--- src/rth_pkg.sv ---
// Shared constants for the return-to-home sequencer
package rth_pkg;

  // ****************************************
  // Widths
  // ****************************************
  localparam int SPEED_W = 20;
  localparam int ACC_W   = 20;
  localparam int POS_W   = 24;
  localparam int PHASE_W = 28;

  // ****************************************
  // Homing mode codes
  // ****************************************
  localparam logic [1:0] MODE_TWO_SENSOR   = 2'h0;
  localparam logic [1:0] MODE_THREE_SENSOR = 2'h1;
  localparam logic [1:0] MODE_PUSH         = 2'h2;

  // ****************************************
  // Values after reset
  // ****************************************
  localparam logic [1:0]         RST_MODE      = MODE_THREE_SENSOR;
  localparam logic [SPEED_W-1:0] RST_RUN_HZ    = 20'h0_03E8;
  localparam logic [ACC_W-1:0]   RST_ACCEL     = 20'h0_03E8;
  localparam logic [SPEED_W-1:0] RST_START_HZ  = 20'h0_01F4;
  localparam logic [POS_W-1:0]   RST_OFFSET    = 24'h00_0000;
  localparam logic               RST_START_DIR = 1'b1;
  localparam logic               RST_SLOT_EN   = 1'b0;
  localparam logic               RST_PHASE_EN  = 1'b0;

  // ****************************************
  // Motion figures
  // ****************************************
  localparam logic [SPEED_W-1:0] FINAL_CAP_HZ = 20'h0_01F4;
  localparam logic [POS_W-1:0]   ESCAPE_STEPS = 24'h00_00C8;

  // ****************************************
  // Timing
  // ****************************************
  localparam int                 CLK_PERIOD_NS = 5;
  localparam logic [PHASE_W-1:0] CLK_HZ        = 28'hBEB_C200;
  // One accel unit is 1 ns per Hz of speed change
  localparam logic [ACC_W:0]     RAMP_NS_PER_CYCLE = (ACC_W+1)'(CLK_PERIOD_NS);

endpackage

--- src/motion_if.sv ---
// Carrier between the sequencer, the step generator and the position counter
`timescale 1ns/1ps
`default_nettype none
interface motion_if;
  import rth_pkg::*;
  logic               go;
  logic               dir;
  logic [SPEED_W-1:0] start_hz;
  logic [SPEED_W-1:0] target_hz;
  logic [ACC_W-1:0]   accel;
  logic               clear;
  logic               step;
  logic               step_dir;

  modport ctrl (output go, dir, start_hz, target_hz, accel, clear, input step, step_dir);
  modport gen  (input go, dir, start_hz, target_hz, accel, output step, step_dir);
  modport pos  (input step, step_dir, clear);
endinterface
`default_nettype wire

--- src/step_pulse_gen.sv ---
// Step pulse generator with linear speed ramp
`timescale 1ns/1ps
`default_nettype none
module step_pulse_gen
  import rth_pkg::*;
(
  input  wire logic mclk,
  input  wire logic rst,
  motion_if.gen     m
);

  logic [SPEED_W-1:0] cur_r;
  logic [SPEED_W-1:0] cur_nxt;
  logic [ACC_W:0]     ramp_r;
  logic [ACC_W:0]     ramp_sum;
  logic [PHASE_W-1:0] acc_r;
  logic [PHASE_W-1:0] acc_sum;
  logic               ramp_tick;
  logic               fire;

  // ****************************************
  // Ramp and phase accumulator
  // ****************************************
  assign ramp_sum  = ramp_r + RAMP_NS_PER_CYCLE;
  assign ramp_tick = ramp_sum >= {1'b0, m.accel};
  assign acc_sum   = acc_r + PHASE_W'(cur_r);
  assign fire      = acc_sum >= CLK_HZ;

  always_comb
  begin
    cur_nxt = cur_r;
    if (cur_r == '0)
      cur_nxt = m.start_hz;
    else if (ramp_tick && cur_r < m.target_hz)
      cur_nxt = cur_r + 1'b1;
    else if (ramp_tick && cur_r > m.target_hz)
      cur_nxt = cur_r - 1'b1;
  end

  always_ff @(posedge mclk or posedge rst)
  begin
    if (rst)
    begin
      cur_r      <= '0;
      ramp_r     <= '0;
      acc_r      <= '0;
      m.step     <= 1'b0;
      m.step_dir <= 1'b0;
    end
    else if (!m.go)
    begin
      cur_r  <= '0;
      ramp_r <= '0;
      acc_r  <= '0;
      m.step <= 1'b0;
    end
    else
    begin
      cur_r      <= cur_nxt;
      ramp_r     <= ramp_tick ? ramp_sum - {1'b0, m.accel} : ramp_sum;
      acc_r      <= fire ? acc_sum - CLK_HZ : acc_sum;
      m.step     <= fire;
      m.step_dir <= m.dir;
    end
  end

endmodule
`default_nettype wire

--- src/command_position.sv ---
// Command position counter
`timescale 1ns/1ps
`default_nettype none
module command_position
  import rth_pkg::*;
(
  input  wire logic       mclk,
  input  wire logic       rst,
  motion_if.pos           m,
  output logic [POS_W-1:0] position
);

  always_ff @(posedge mclk or posedge rst)
  begin
    if (rst)
      position <= '0;
    else if (m.clear)
      position <= '0;
    else if (m.step)
      position <= m.step_dir ? position + 1'b1 : position - 1'b1;
  end

endmodule
`default_nettype wire

--- src/return_to_home_sequencer.sv ---
// Return-to-home sequencer top
`timescale 1ns/1ps
`default_nettype none
module return_to_home_sequencer
  import rth_pkg::*;
(
  input  wire logic                        mclk,
  input  wire logic                        rst,
  input  wire logic                        origin_request,
  input  wire logic [1:0]                  mode_sel,
  input  wire logic [rth_pkg::SPEED_W-1:0] seek_run_speed,
  input  wire logic [rth_pkg::ACC_W-1:0]   seek_accel,
  input  wire logic [rth_pkg::SPEED_W-1:0] seek_start_speed,
  input  wire logic [rth_pkg::POS_W-1:0]   home_offset,
  input  wire logic                        start_dir_pos,
  input  wire logic                        slot_detect_en,
  input  wire logic                        phase_detect_en,
  input  wire logic                        origin_sensor,
  input  wire logic                        negative_limit_sensor,
  input  wire logic                        positive_limit_sensor,
  input  wire logic                        push_contact,
  input  wire logic                        slot_sensor_input,
  input  wire logic                        phase_sync_pulse,
  output logic                             ready,
  output logic                             origin_found,
  output logic                             step_pulse,
  output logic                             step_dir,
  output logic [rth_pkg::POS_W-1:0]        command_pos
);

  // ****************************************
  // Declarations
  // ****************************************
  typedef enum logic [2:0] {
    S_IDLE, S_SEEK, S_LEAVE, S_ESCAPE, S_PAUSE, S_QUALIFY, S_OFFSET, S_DONE
  } seq_state_e;

  seq_state_e         state_r;
  logic [1:0]         mode_r;
  logic [SPEED_W-1:0] run_hz_r;
  logic [SPEED_W-1:0] start_hz_r;
  logic [ACC_W-1:0]   accel_r;
  logic [POS_W-1:0]   offset_r;
  logic               slot_en_r;
  logic               phase_en_r;
  logic               go_r;
  logic               dir_r;
  logic               clear_r;
  logic [SPEED_W-1:0] gen_start_r;
  logic [SPEED_W-1:0] gen_target_r;
  logic [POS_W-1:0]   count_r;
  logic               ready_r;
  logic               found_r;

  motion_if m ();

  // ****************************************
  // Decoding
  // ****************************************
  wire                three_mode   = mode_r == MODE_THREE_SENSOR;
  wire                push_mode    = mode_r == MODE_PUSH;
  wire [SPEED_W-1:0]  final_hz     = (start_hz_r <= FINAL_CAP_HZ) ? start_hz_r
                                                                  : FINAL_CAP_HZ;
  wire                ahead_limit  = dir_r ? positive_limit_sensor
                                           : negative_limit_sensor;
  wire                behind_limit = dir_r ? negative_limit_sensor
                                           : positive_limit_sensor;
  wire                qualify_en   = slot_en_r | phase_en_r;
  wire                ext_hit      = (slot_en_r & slot_sensor_input) |
                                     (phase_en_r & phase_sync_pulse);
  wire                end_hit      = push_mode ? push_contact : ahead_limit;
  wire                end_clear    = push_mode ? !push_contact : !behind_limit;
  wire                accept       = origin_request && ready_r && state_r == S_IDLE;
  wire                offset_neg   = offset_r[POS_W-1];
  wire [POS_W-1:0]    offset_mag   = offset_neg ? POS_W'(-offset_r) : offset_r;
  wire                last_step    = m.step && count_r == POS_W'(1);
  wire                qual_done    = ext_hit && (!three_mode || origin_sensor);

  // ****************************************
  // Configuration held for one homing run
  // ****************************************
  always_ff @(posedge mclk or posedge rst)
  begin
    if (rst)
    begin
      mode_r     <= RST_MODE;
      run_hz_r   <= RST_RUN_HZ;
      accel_r    <= RST_ACCEL;
      start_hz_r <= RST_START_HZ;
      offset_r   <= RST_OFFSET;
      slot_en_r  <= RST_SLOT_EN;
      phase_en_r <= RST_PHASE_EN;
    end
    else if (accept)
    begin
      mode_r     <= mode_sel;
      run_hz_r   <= seek_run_speed;
      accel_r    <= seek_accel;
      start_hz_r <= seek_start_speed;
      offset_r   <= home_offset;
      slot_en_r  <= slot_detect_en;
      phase_en_r <= phase_detect_en;
    end
  end

  // ****************************************
  // Sequencer
  // ****************************************
  always_ff @(posedge mclk or posedge rst)
  begin
    if (rst)
    begin
      state_r      <= S_IDLE;
      go_r         <= 1'b0;
      dir_r        <= RST_START_DIR;
      clear_r      <= 1'b0;
      gen_start_r  <= RST_START_HZ;
      gen_target_r <= RST_START_HZ;
      count_r      <= '0;
      ready_r      <= 1'b1;
      found_r      <= 1'b0;
    end
    else
    begin
      clear_r <= 1'b0;
      case (state_r)
        S_IDLE:
        begin
          if (accept)
          begin
            ready_r      <= 1'b0;
            found_r      <= 1'b0;
            dir_r        <= start_dir_pos;
            go_r         <= 1'b1;
            gen_start_r  <= seek_start_speed;
            gen_target_r <= (mode_sel == MODE_THREE_SENSOR) ? seek_run_speed
                                                            : seek_start_speed;
            state_r      <= S_SEEK;
          end
        end
        S_SEEK:
        begin
          if (three_mode)
          begin
            if (origin_sensor)
            begin
              go_r    <= 1'b0;
              state_r <= qualify_en ? S_PAUSE : S_OFFSET;
            end
            else if (ahead_limit)
            begin
              go_r  <= 1'b0;
              dir_r <= !dir_r;
            end
            else
              go_r <= 1'b1;
          end
          else if (end_hit)
          begin
            go_r    <= 1'b0;
            dir_r   <= !dir_r;
            state_r <= S_LEAVE;
          end
        end
        S_LEAVE:
        begin
          go_r <= 1'b1;
          if (end_clear)
          begin
            count_r <= ESCAPE_STEPS;
            state_r <= S_ESCAPE;
          end
        end
        S_ESCAPE:
        begin
          if (m.step)
            count_r <= count_r - 1'b1;
          if (last_step)
          begin
            go_r    <= 1'b0;
            state_r <= qualify_en ? S_PAUSE : S_OFFSET;
          end
        end
        S_PAUSE:
        begin
          go_r         <= 1'b1;
          gen_start_r  <= final_hz;
          gen_target_r <= final_hz;
          state_r      <= S_QUALIFY;
        end
        S_QUALIFY:
        begin
          if (qual_done)
          begin
            go_r    <= 1'b0;
            state_r <= S_OFFSET;
          end
          else if (ahead_limit)
          begin
            go_r  <= 1'b0;
            dir_r <= !dir_r;
          end
          else
            go_r <= 1'b1;
        end
        S_OFFSET:
        begin
          if (go_r)
          begin
            if (m.step)
              count_r <= count_r - 1'b1;
            if (last_step)
            begin
              go_r    <= 1'b0;
              clear_r <= 1'b1;
              state_r <= S_DONE;
            end
          end
          else if (offset_r == '0)
          begin
            clear_r <= 1'b1;
            state_r <= S_DONE;
          end
          else
          begin
            count_r      <= offset_mag;
            dir_r        <= !offset_neg;
            gen_start_r  <= start_hz_r;
            gen_target_r <= run_hz_r;
            go_r         <= 1'b1;
          end
        end
        S_DONE:
        begin
          clear_r <= 1'b1;
          found_r <= 1'b1;
          ready_r <= 1'b1;
          state_r <= S_IDLE;
        end
        default:
        begin
          go_r    <= 1'b0;
          state_r <= S_IDLE;
        end
      endcase
    end
  end

  // ****************************************
  // Motion blocks
  // ****************************************
  assign m.go        = go_r;
  assign m.dir       = dir_r;
  assign m.start_hz  = gen_start_r;
  assign m.target_hz = gen_target_r;
  assign m.accel     = accel_r;
  assign m.clear     = clear_r;

  step_pulse_gen u_gen (
    .mclk (mclk),
    .rst  (rst),
    .m    (m.gen)
  );

  command_position u_pos (
    .mclk     (mclk),
    .rst      (rst),
    .m        (m.pos),
    .position (command_pos)
  );

  // ****************************************
  // Outputs
  // ****************************************
  assign ready        = ready_r;
  assign origin_found = found_r;
  assign step_pulse   = m.step;
  assign step_dir     = m.step_dir;

endmodule
`default_nettype wire

--- config.mk ---
export PLATFORM = sky130hd
export DESIGN_NAME = return_to_home_sequencer
export DESIGN_NICKNAME = d
export VERILOG_FILES = /design/src/rth_pkg.sv /design/src/motion_if.sv /design/src/step_pulse_gen.sv /design/src/command_position.sv /design/src/return_to_home_sequencer.sv
export SDC_FILE = /design/constraint.sdc
export NUM_CORES = 1
export LEC_CHECK = 0
export ABC_AREA = 1
export ABC_CLOCK_PERIOD_IN_PS = 8900
export BUFFER_PORTS_ARGS = -buffer_cell sky130_fd_sc_hd__buf_2
export CORE_MARGIN = 8
export CORE_UTILIZATION = 25
export DETAILED_ROUTE_END_ITERATION = 10
export SYNTH_ARGS = -nofsm -noshare
export SYNTH_HDL_FRONTEND = slang
export SYNTH_HIERARCHICAL = 1
export SYNTH_SLANG_ARGS = --single-unit
--- constraint.sdc ---
create_clock -name mclk -period 8.9 [get_ports mclk]
set_input_delay 1.78 -clock mclk [delete_from_list [all_inputs] [get_ports mclk]]
set_output_delay 1.78 -clock mclk [all_outputs]
set_load 0.02 [all_outputs]
; Word-level counts from Yosys, hierarchy flattened
; Index checks and enable logic that the tools add are counted.
[word_totals]
register_bits = 255
latchBits = 0
mem_bits_rw = 0
rom_bits = 0
output_inout_bits = 28
elab_cells = 164
memories = 0
[op_classes]
add_sub_neg = 10
multipliers = 0
n_div = 0
n_lt_le_gt_ge = 5
eq_ne = 25
n_shift = 0
n_mux = 70
bitwise_logic = 4
reduce_logical = 28
[op_table]
columns = op, n
row1 = $mux W20, 12
row2 = $mux W24, 8
row3 = $pmux W20 S3, 2
row4 = $pmux W24 S3, 1
row5 = $mux W28, 2
row6 = $sub A24 B1 Y24 const B, 2
row7 = $mux W21, 2
row8 = $mux W3, 10
row9 = $add A28 B20 Y28, 1
row10 = $ge A28 B28 Y1 const B, 1
row11 = $sub A28 B28 Y28 const B, 1
row12 = $mux W1, 27
row13 = $add A24 B1 Y24 const B, 1
row14 = $eq A24 B1 Y1 const B, 1
row15 = $logic_not A24 Y1, 1
row16 = $neg A24 Y24, 1
row17 = $pmux W3 S8, 1
row18 = $add A21 B3 Y21 const B, 1
row19 = $ge A21 B20 Y1, 1
row20 = $sub A21 B20 Y21, 1
row21 = $add A20 B1 Y20 const B, 1
row22 = $gt A20 B20 Y1, 1
row23 = $le A20 B9 Y1 const B, 1
row24 = $logic_not A20 Y1, 1
row25 = 30 further kinds, 61

; Logic depth before layout (Yosys ltp)
[depth]
word_depth = 7
mapped_depth = 36

; By module
; The synthesis kept the hierarchy.
[modules_own_cells]
columns = module, n_inst, cells_per_inst, area_per_inst_um2, seq_area_each_um2
row1 = return_to_home_sequencer, 1, 1254, 8884.8, 4045.1
row2 = step_pulse_gen, 1, 1439, 8866.0, 1776.7
row3 = command_position, 1, 441, 2573.7, 600.6

; Least setup slack after synthesis
; OpenSTA, ideal clock, no wires.
[synth_timing]
path_type = reg-to-reg
startpoint = register u_gen.ramp_r[0]
endpoint = register u_gen.cur_r[19]
setup_ns = 0.117
arrival_time_ns = 4.719
t_required_ns = 8.783
slack_ns = 4.065
path_stages_with_launch = 34
synth_period_minus_slack_ns = 4.835
path_cell_list = dfrtp_1 > ha_1 > nor2_1 > nor2_1 > nand2_1 > nor2_2 > nand2_1 > nor2_1 > xor2_1 > inv_1 > ha_1 > nand2_1 > nor2_1 > nand4_1 > o21ai_0 > nand3_1 > nand2_1 > buf_4 > nand2_1 > ha_1 > nand3_1 > nand2_1 > a21oi_1 > o21ai_0 > nand3_1 > nand2_1 > nand2_1 > nand2_1 > nand2_1 > nand2_1 > xor2_1 > nand2_1 > nand2_1 > nand2_1
[synth_via]
elab_chain_len = 6
elab_cells_between_ends = 8
[synth_rtl]
columns = element, line_no
row1 = start: declaration, step_pulse_gen.sv:14  ; logic [ACC_W:0] ramp_r;
row2 = start signal: assignment, step_pulse_gen.sv:60  ; ramp_r <= ramp_tick ? ramp_sum - {1'b0, m.accel} : ramp_sum;
row3 = $add A21 B3 Y21 (*), step_pulse_gen.sv:24  ; assign ramp_sum = ramp_r + RAMP_NS_PER_CYCLE;
row4 = $ge A21 B20 Y1 (*), step_pulse_gen.sv:25  ; assign ramp_tick = ramp_sum >= {1'b0, m.accel};
row5 = $logic_and A1 B1 Y1, step_pulse_gen.sv:34  ; else if (ramp_tick && cur_r < m.target_hz)
row6 = $mux W20, step_pulse_gen.sv:34
row7 = $mux W20, step_pulse_gen.sv:32  ; if (cur_r == '0)
row8 = $mux W20, step_pulse_gen.sv:50  ; else if (!m.go)
row9 = end signal: assignment, step_pulse_gen.sv:59  ; cur_r <= cur_nxt;
row10 = end: declaration, step_pulse_gen.sv:12  ; logic [SPEED_W-1:0] cur_r;
; Mark *: on every way between the ends. The rest lies on a longest branch, timed or not.
; A chain may end at the register's enable or synchronous reset.

; Worst setup path after layout
; Ends and elaborated chain as after synthesis.

==> flow_summary.json <==
{
  "synth_top_area_frac": 0.2733,
  "seqPwrFrac": 0.219,
  "outcome": "finished, final reports clean",
  "cts_tree": "yes",
  "ant_nets": 0,
  "postCtsSetupRepairBufs": 0,
  "critPathLaunchType": "flip-flop",
  "leakagePower_nw": 12.19,
  "reg2reg_from": "u_gen/ramp_r[0]",
  "synth_cell_types": 61,
  "yosysWarningCount": 6,
  "htreeDepth": 2,
  "cts-resized-gates": 0,
  "setup.worst_path.class": "reg -> reg",
  "dieWidth_um": 301.1,
  "finalNetCount": 3446,
  "place.gp.congestion": 0.8962,
  "track_usage": 0.1307,
  "first_pass_iters": 6,
  "drt-wirelength-per-cell_um": 13.89,
  "via_count": 19718,
  "grt_pass1_wl_mm": 98.92,
  "cts_num_sinks": 255,
  "synth_edf_count": 0,
  "slew_viol_final": 0,
  "grt_setup_unrepaired": "no",
  "grt_pass1_vias": 19148,
  "holdPathEnd": "run_hz_r[8]",
  "ir_drop_mv": 0.1958,
  "postLayoutCellArea_mm2": 0.02325,
  "layoutNonFillerInstCount": 4326,
  "min_period_ns": 6.017,
  "yosysMostFrequentCell": "nand2_1",
  "dpl_cell_area_mm2": 0.02201,
  "hp-start": "run_hz_r[8]",
  "critPathMaxStageDelay_ns": 0.62,
  "drive_above_1_share": 0.1096,
  "syn_to_final_growth_pct": 14.41,
  "coreArea_mm2": 0.08055,
  "swShare": 0.5139,
  "topRoutingLayerUsed": "met4",
  "p_int_mw": 4.784,
  "hold_buffers": 0,
  "cp-end-kind": "flip-flop",
  "dr_wl_met3_mm": 2.493,
  "cp_slowest_cell": "ha_1",
  "r2r_cells": 33,
  "final_util": 0.2887,
  "ys_ff_latch": 255,
  "holdPathStages": 2,
  "synthArstFlopShare": 1.000,
  "post-place-cells": 4260,
  "grt-ovfl-total": 0,
  "worstMarginPinSlew_ns": 1.045,
  "die-area_mm2": 0.09068,
  "antenna-diode-count": 0,
  "slew_headroom": 0.3015,
  "clkPwrFrac": 0.153,
  "hold_viol_final": 0,
  "syn-num-nets": 3342,
  "finalSetupViolCount": 0,
  "timing.final.crit_share": 0.6761,
  "hpwl_mm": 46.57,
  "path_clk_slew_ns": 0.06,
  "antenna_found_initial": 0,
  "die-height_um": 301.1,
  "portBuffers": 125,
  "fmax_ghz": 0.1662,
  "power_switching_mw": 5.056,
  "fin_total_pwr_mw": 9.840,
  "clk_latency_ns": 0.55,
  "cts-buffers-inserted": 36,
  "tns_ns": 0,
  "yosys-top-cells-count": "nand2_1, inv_1, nand3_1",
  "drt-total-wl_mm": 60.08,
  "m1WireLength_mm": 28.53,
  "comb_power_share": 0.628,
  "syn_avg_cell_area_um2": 6.485,
  "cts-root-buf": "clkbuf_16",
  "syn_area_mm2": 0.02032,
  "power.density_mw_per_mm2": 423.2,
  "crit_arrival_ns": 6.46,
  "worstReg2RegEnd": "u_gen/cur_r[19]",
  "crit_path_frequent_cell": "nand2_1",
  "drv_cap": 0,
  "io-pin-count": 126,
  "r2r_slack_ns": 2.88,
  "yosysTopAreaCell": "dfrtp_1",
  "cp_max_fo": 38,
  "finClkSkew_ns": 0.02465,
  "syn_inst": 3134,
  "synthFlopType": "dfrtp_1",
  "start_util": 0.2523,
  "max-clock-path-buffers": 3,
  "vias_per_cell": 4.558,
  "hold_path.class": "reg -> reg",
  "yosysSeqAreaShare": 0.3160,
  "grt_max_degree": 96,
  "drcViolationCount": 0,
  "crit_required_ns": 9.34,
  "placementRows": 104,
  "first_iter_violations": 1170,
  "fillCellCount": 8867,
  "wl_met2_mm": 27.52,
  "synth.area.top_cells": "dfrtp_1, nand2_1, inv_1"
}
area by class of cell:
type,count,area [µm²],share of cell area
Clock buffer,52,1064,0.04574
Tap cell,1060,1326,0.05704
Sequential cell,255,6424,0.2763
Inverter,461,1738,0.07474
Timing Repair Buffer,137,715.7,0.03078
Clock inverter,14,173.9,0.007480
Multi-Input combinational cell,2347,11810,0.5080
worst max-delay path: cells and delay by family (launching register included):
family,cells,cell delay [ns]
flip-flops,1,0.39
buffers and inverters,2,0.39
adder cells (fa/ha/maj),3,1.16
AO/OA/AOI/OAI,3,0.78
XOR/XNOR,2,0.34
AND/OR/NAND/NOR,23,2.85
power groups by stage:
stage	combinational [mW]	sequential, mW	clock, mW
detailed placement	6.15	2.17	0
finish	6.18	2.16	1.50
global placement	6.11	2.17	0
floorplan	4.93	2.00	0
CTS	6.19	2.16	1.56
global route	7.10	2.23	1.60
per-stage QoR:
stage / hold slack [ns] / setup slack (ns)
final: 0.4631 / 2.883
after global routing: 0.4823 / 2.282
after CTS: 0.4652 / 2.930
after global placement: 0.4536 / 2.955
after detailed placement: 0.4563 / 2.957
after floorplan: 0.4419 / 2.855
how the worst max path moves through the flow:
stage / from / to / cells past startpoint
after floorplan: rst / accel_r[0] / 1
after global placement: u_gen/ramp_r[0] / u_gen/cur_r[19] / 33
after detailed placement: u_gen/ramp_r[0] / u_gen/cur_r[19] / 33
after CTS: u_gen/ramp_r[0] / u_gen/cur_r[19] / 33
after global routing: u_gen/ramp_r[0] / u_gen/cur_r[12] / 28
final: u_gen/ramp_r[0] / u_gen/cur_r[19] / 33
cells by family after synthesis:
kind of cell,Yosys count,synth area share
AOI/OAI and AO/OA,427,0.1120
xor gates and xnor gates,63,0.02715
adders and majority gates,110,0.06919
buffers and inverters,532,0.1029
DFF,255,0.3160
muxes,2,0.0009850
and+or+nand+nor,1745,0.3718
layer usage:
layer  global-route usage  vias up
met1               0.1738     9003
met2               0.2180      365
met3              0.01979       96
li1                     -    10254
met4              0.03821        0
met5                    0        -
placed cells by master (no fill, tap or decap), types with 12 or more instances in the layout:
master / count
a21oi_1: 156
buf_2: 125
buf_4: 12
clkbuf_16: 38
dfrtp_1: 221
dfstp_2: 33
ha_1: 106
inv_1: 429
inv_2: 27
nand2_1: 1063
nand2_2: 36
nand3_1: 247
nand3b_1: 14
nand4_1: 50
nor2_1: 234
nor2_2: 20
nor2_4: 15
nor3_1: 26
o21ai_0: 192
o21ai_1: 16
o22ai_1: 26
xnor2_1: 20
xor2_1: 43
sequential cells by signal (all words and copies together) (netlist names):
register and flops:
accel_r 20, clear_r 1, count_r 24, dir_r 1, gen_start_r 20, gen_target_r 20, go_r 1, mode_r 2
offset_r 24, origin_found 1, phase_en_r 1, ready 1, run_hz_r 20, slot_en_r 1, start_hz_r 20, state_r 3
u_gen/acc_r 28, u_gen/cur_r 20, u_gen/m.step 1, u_gen/m.step_dir 1, u_gen/ramp_r 21, u_pos/position 24
(Power assumes the default switching activity.)
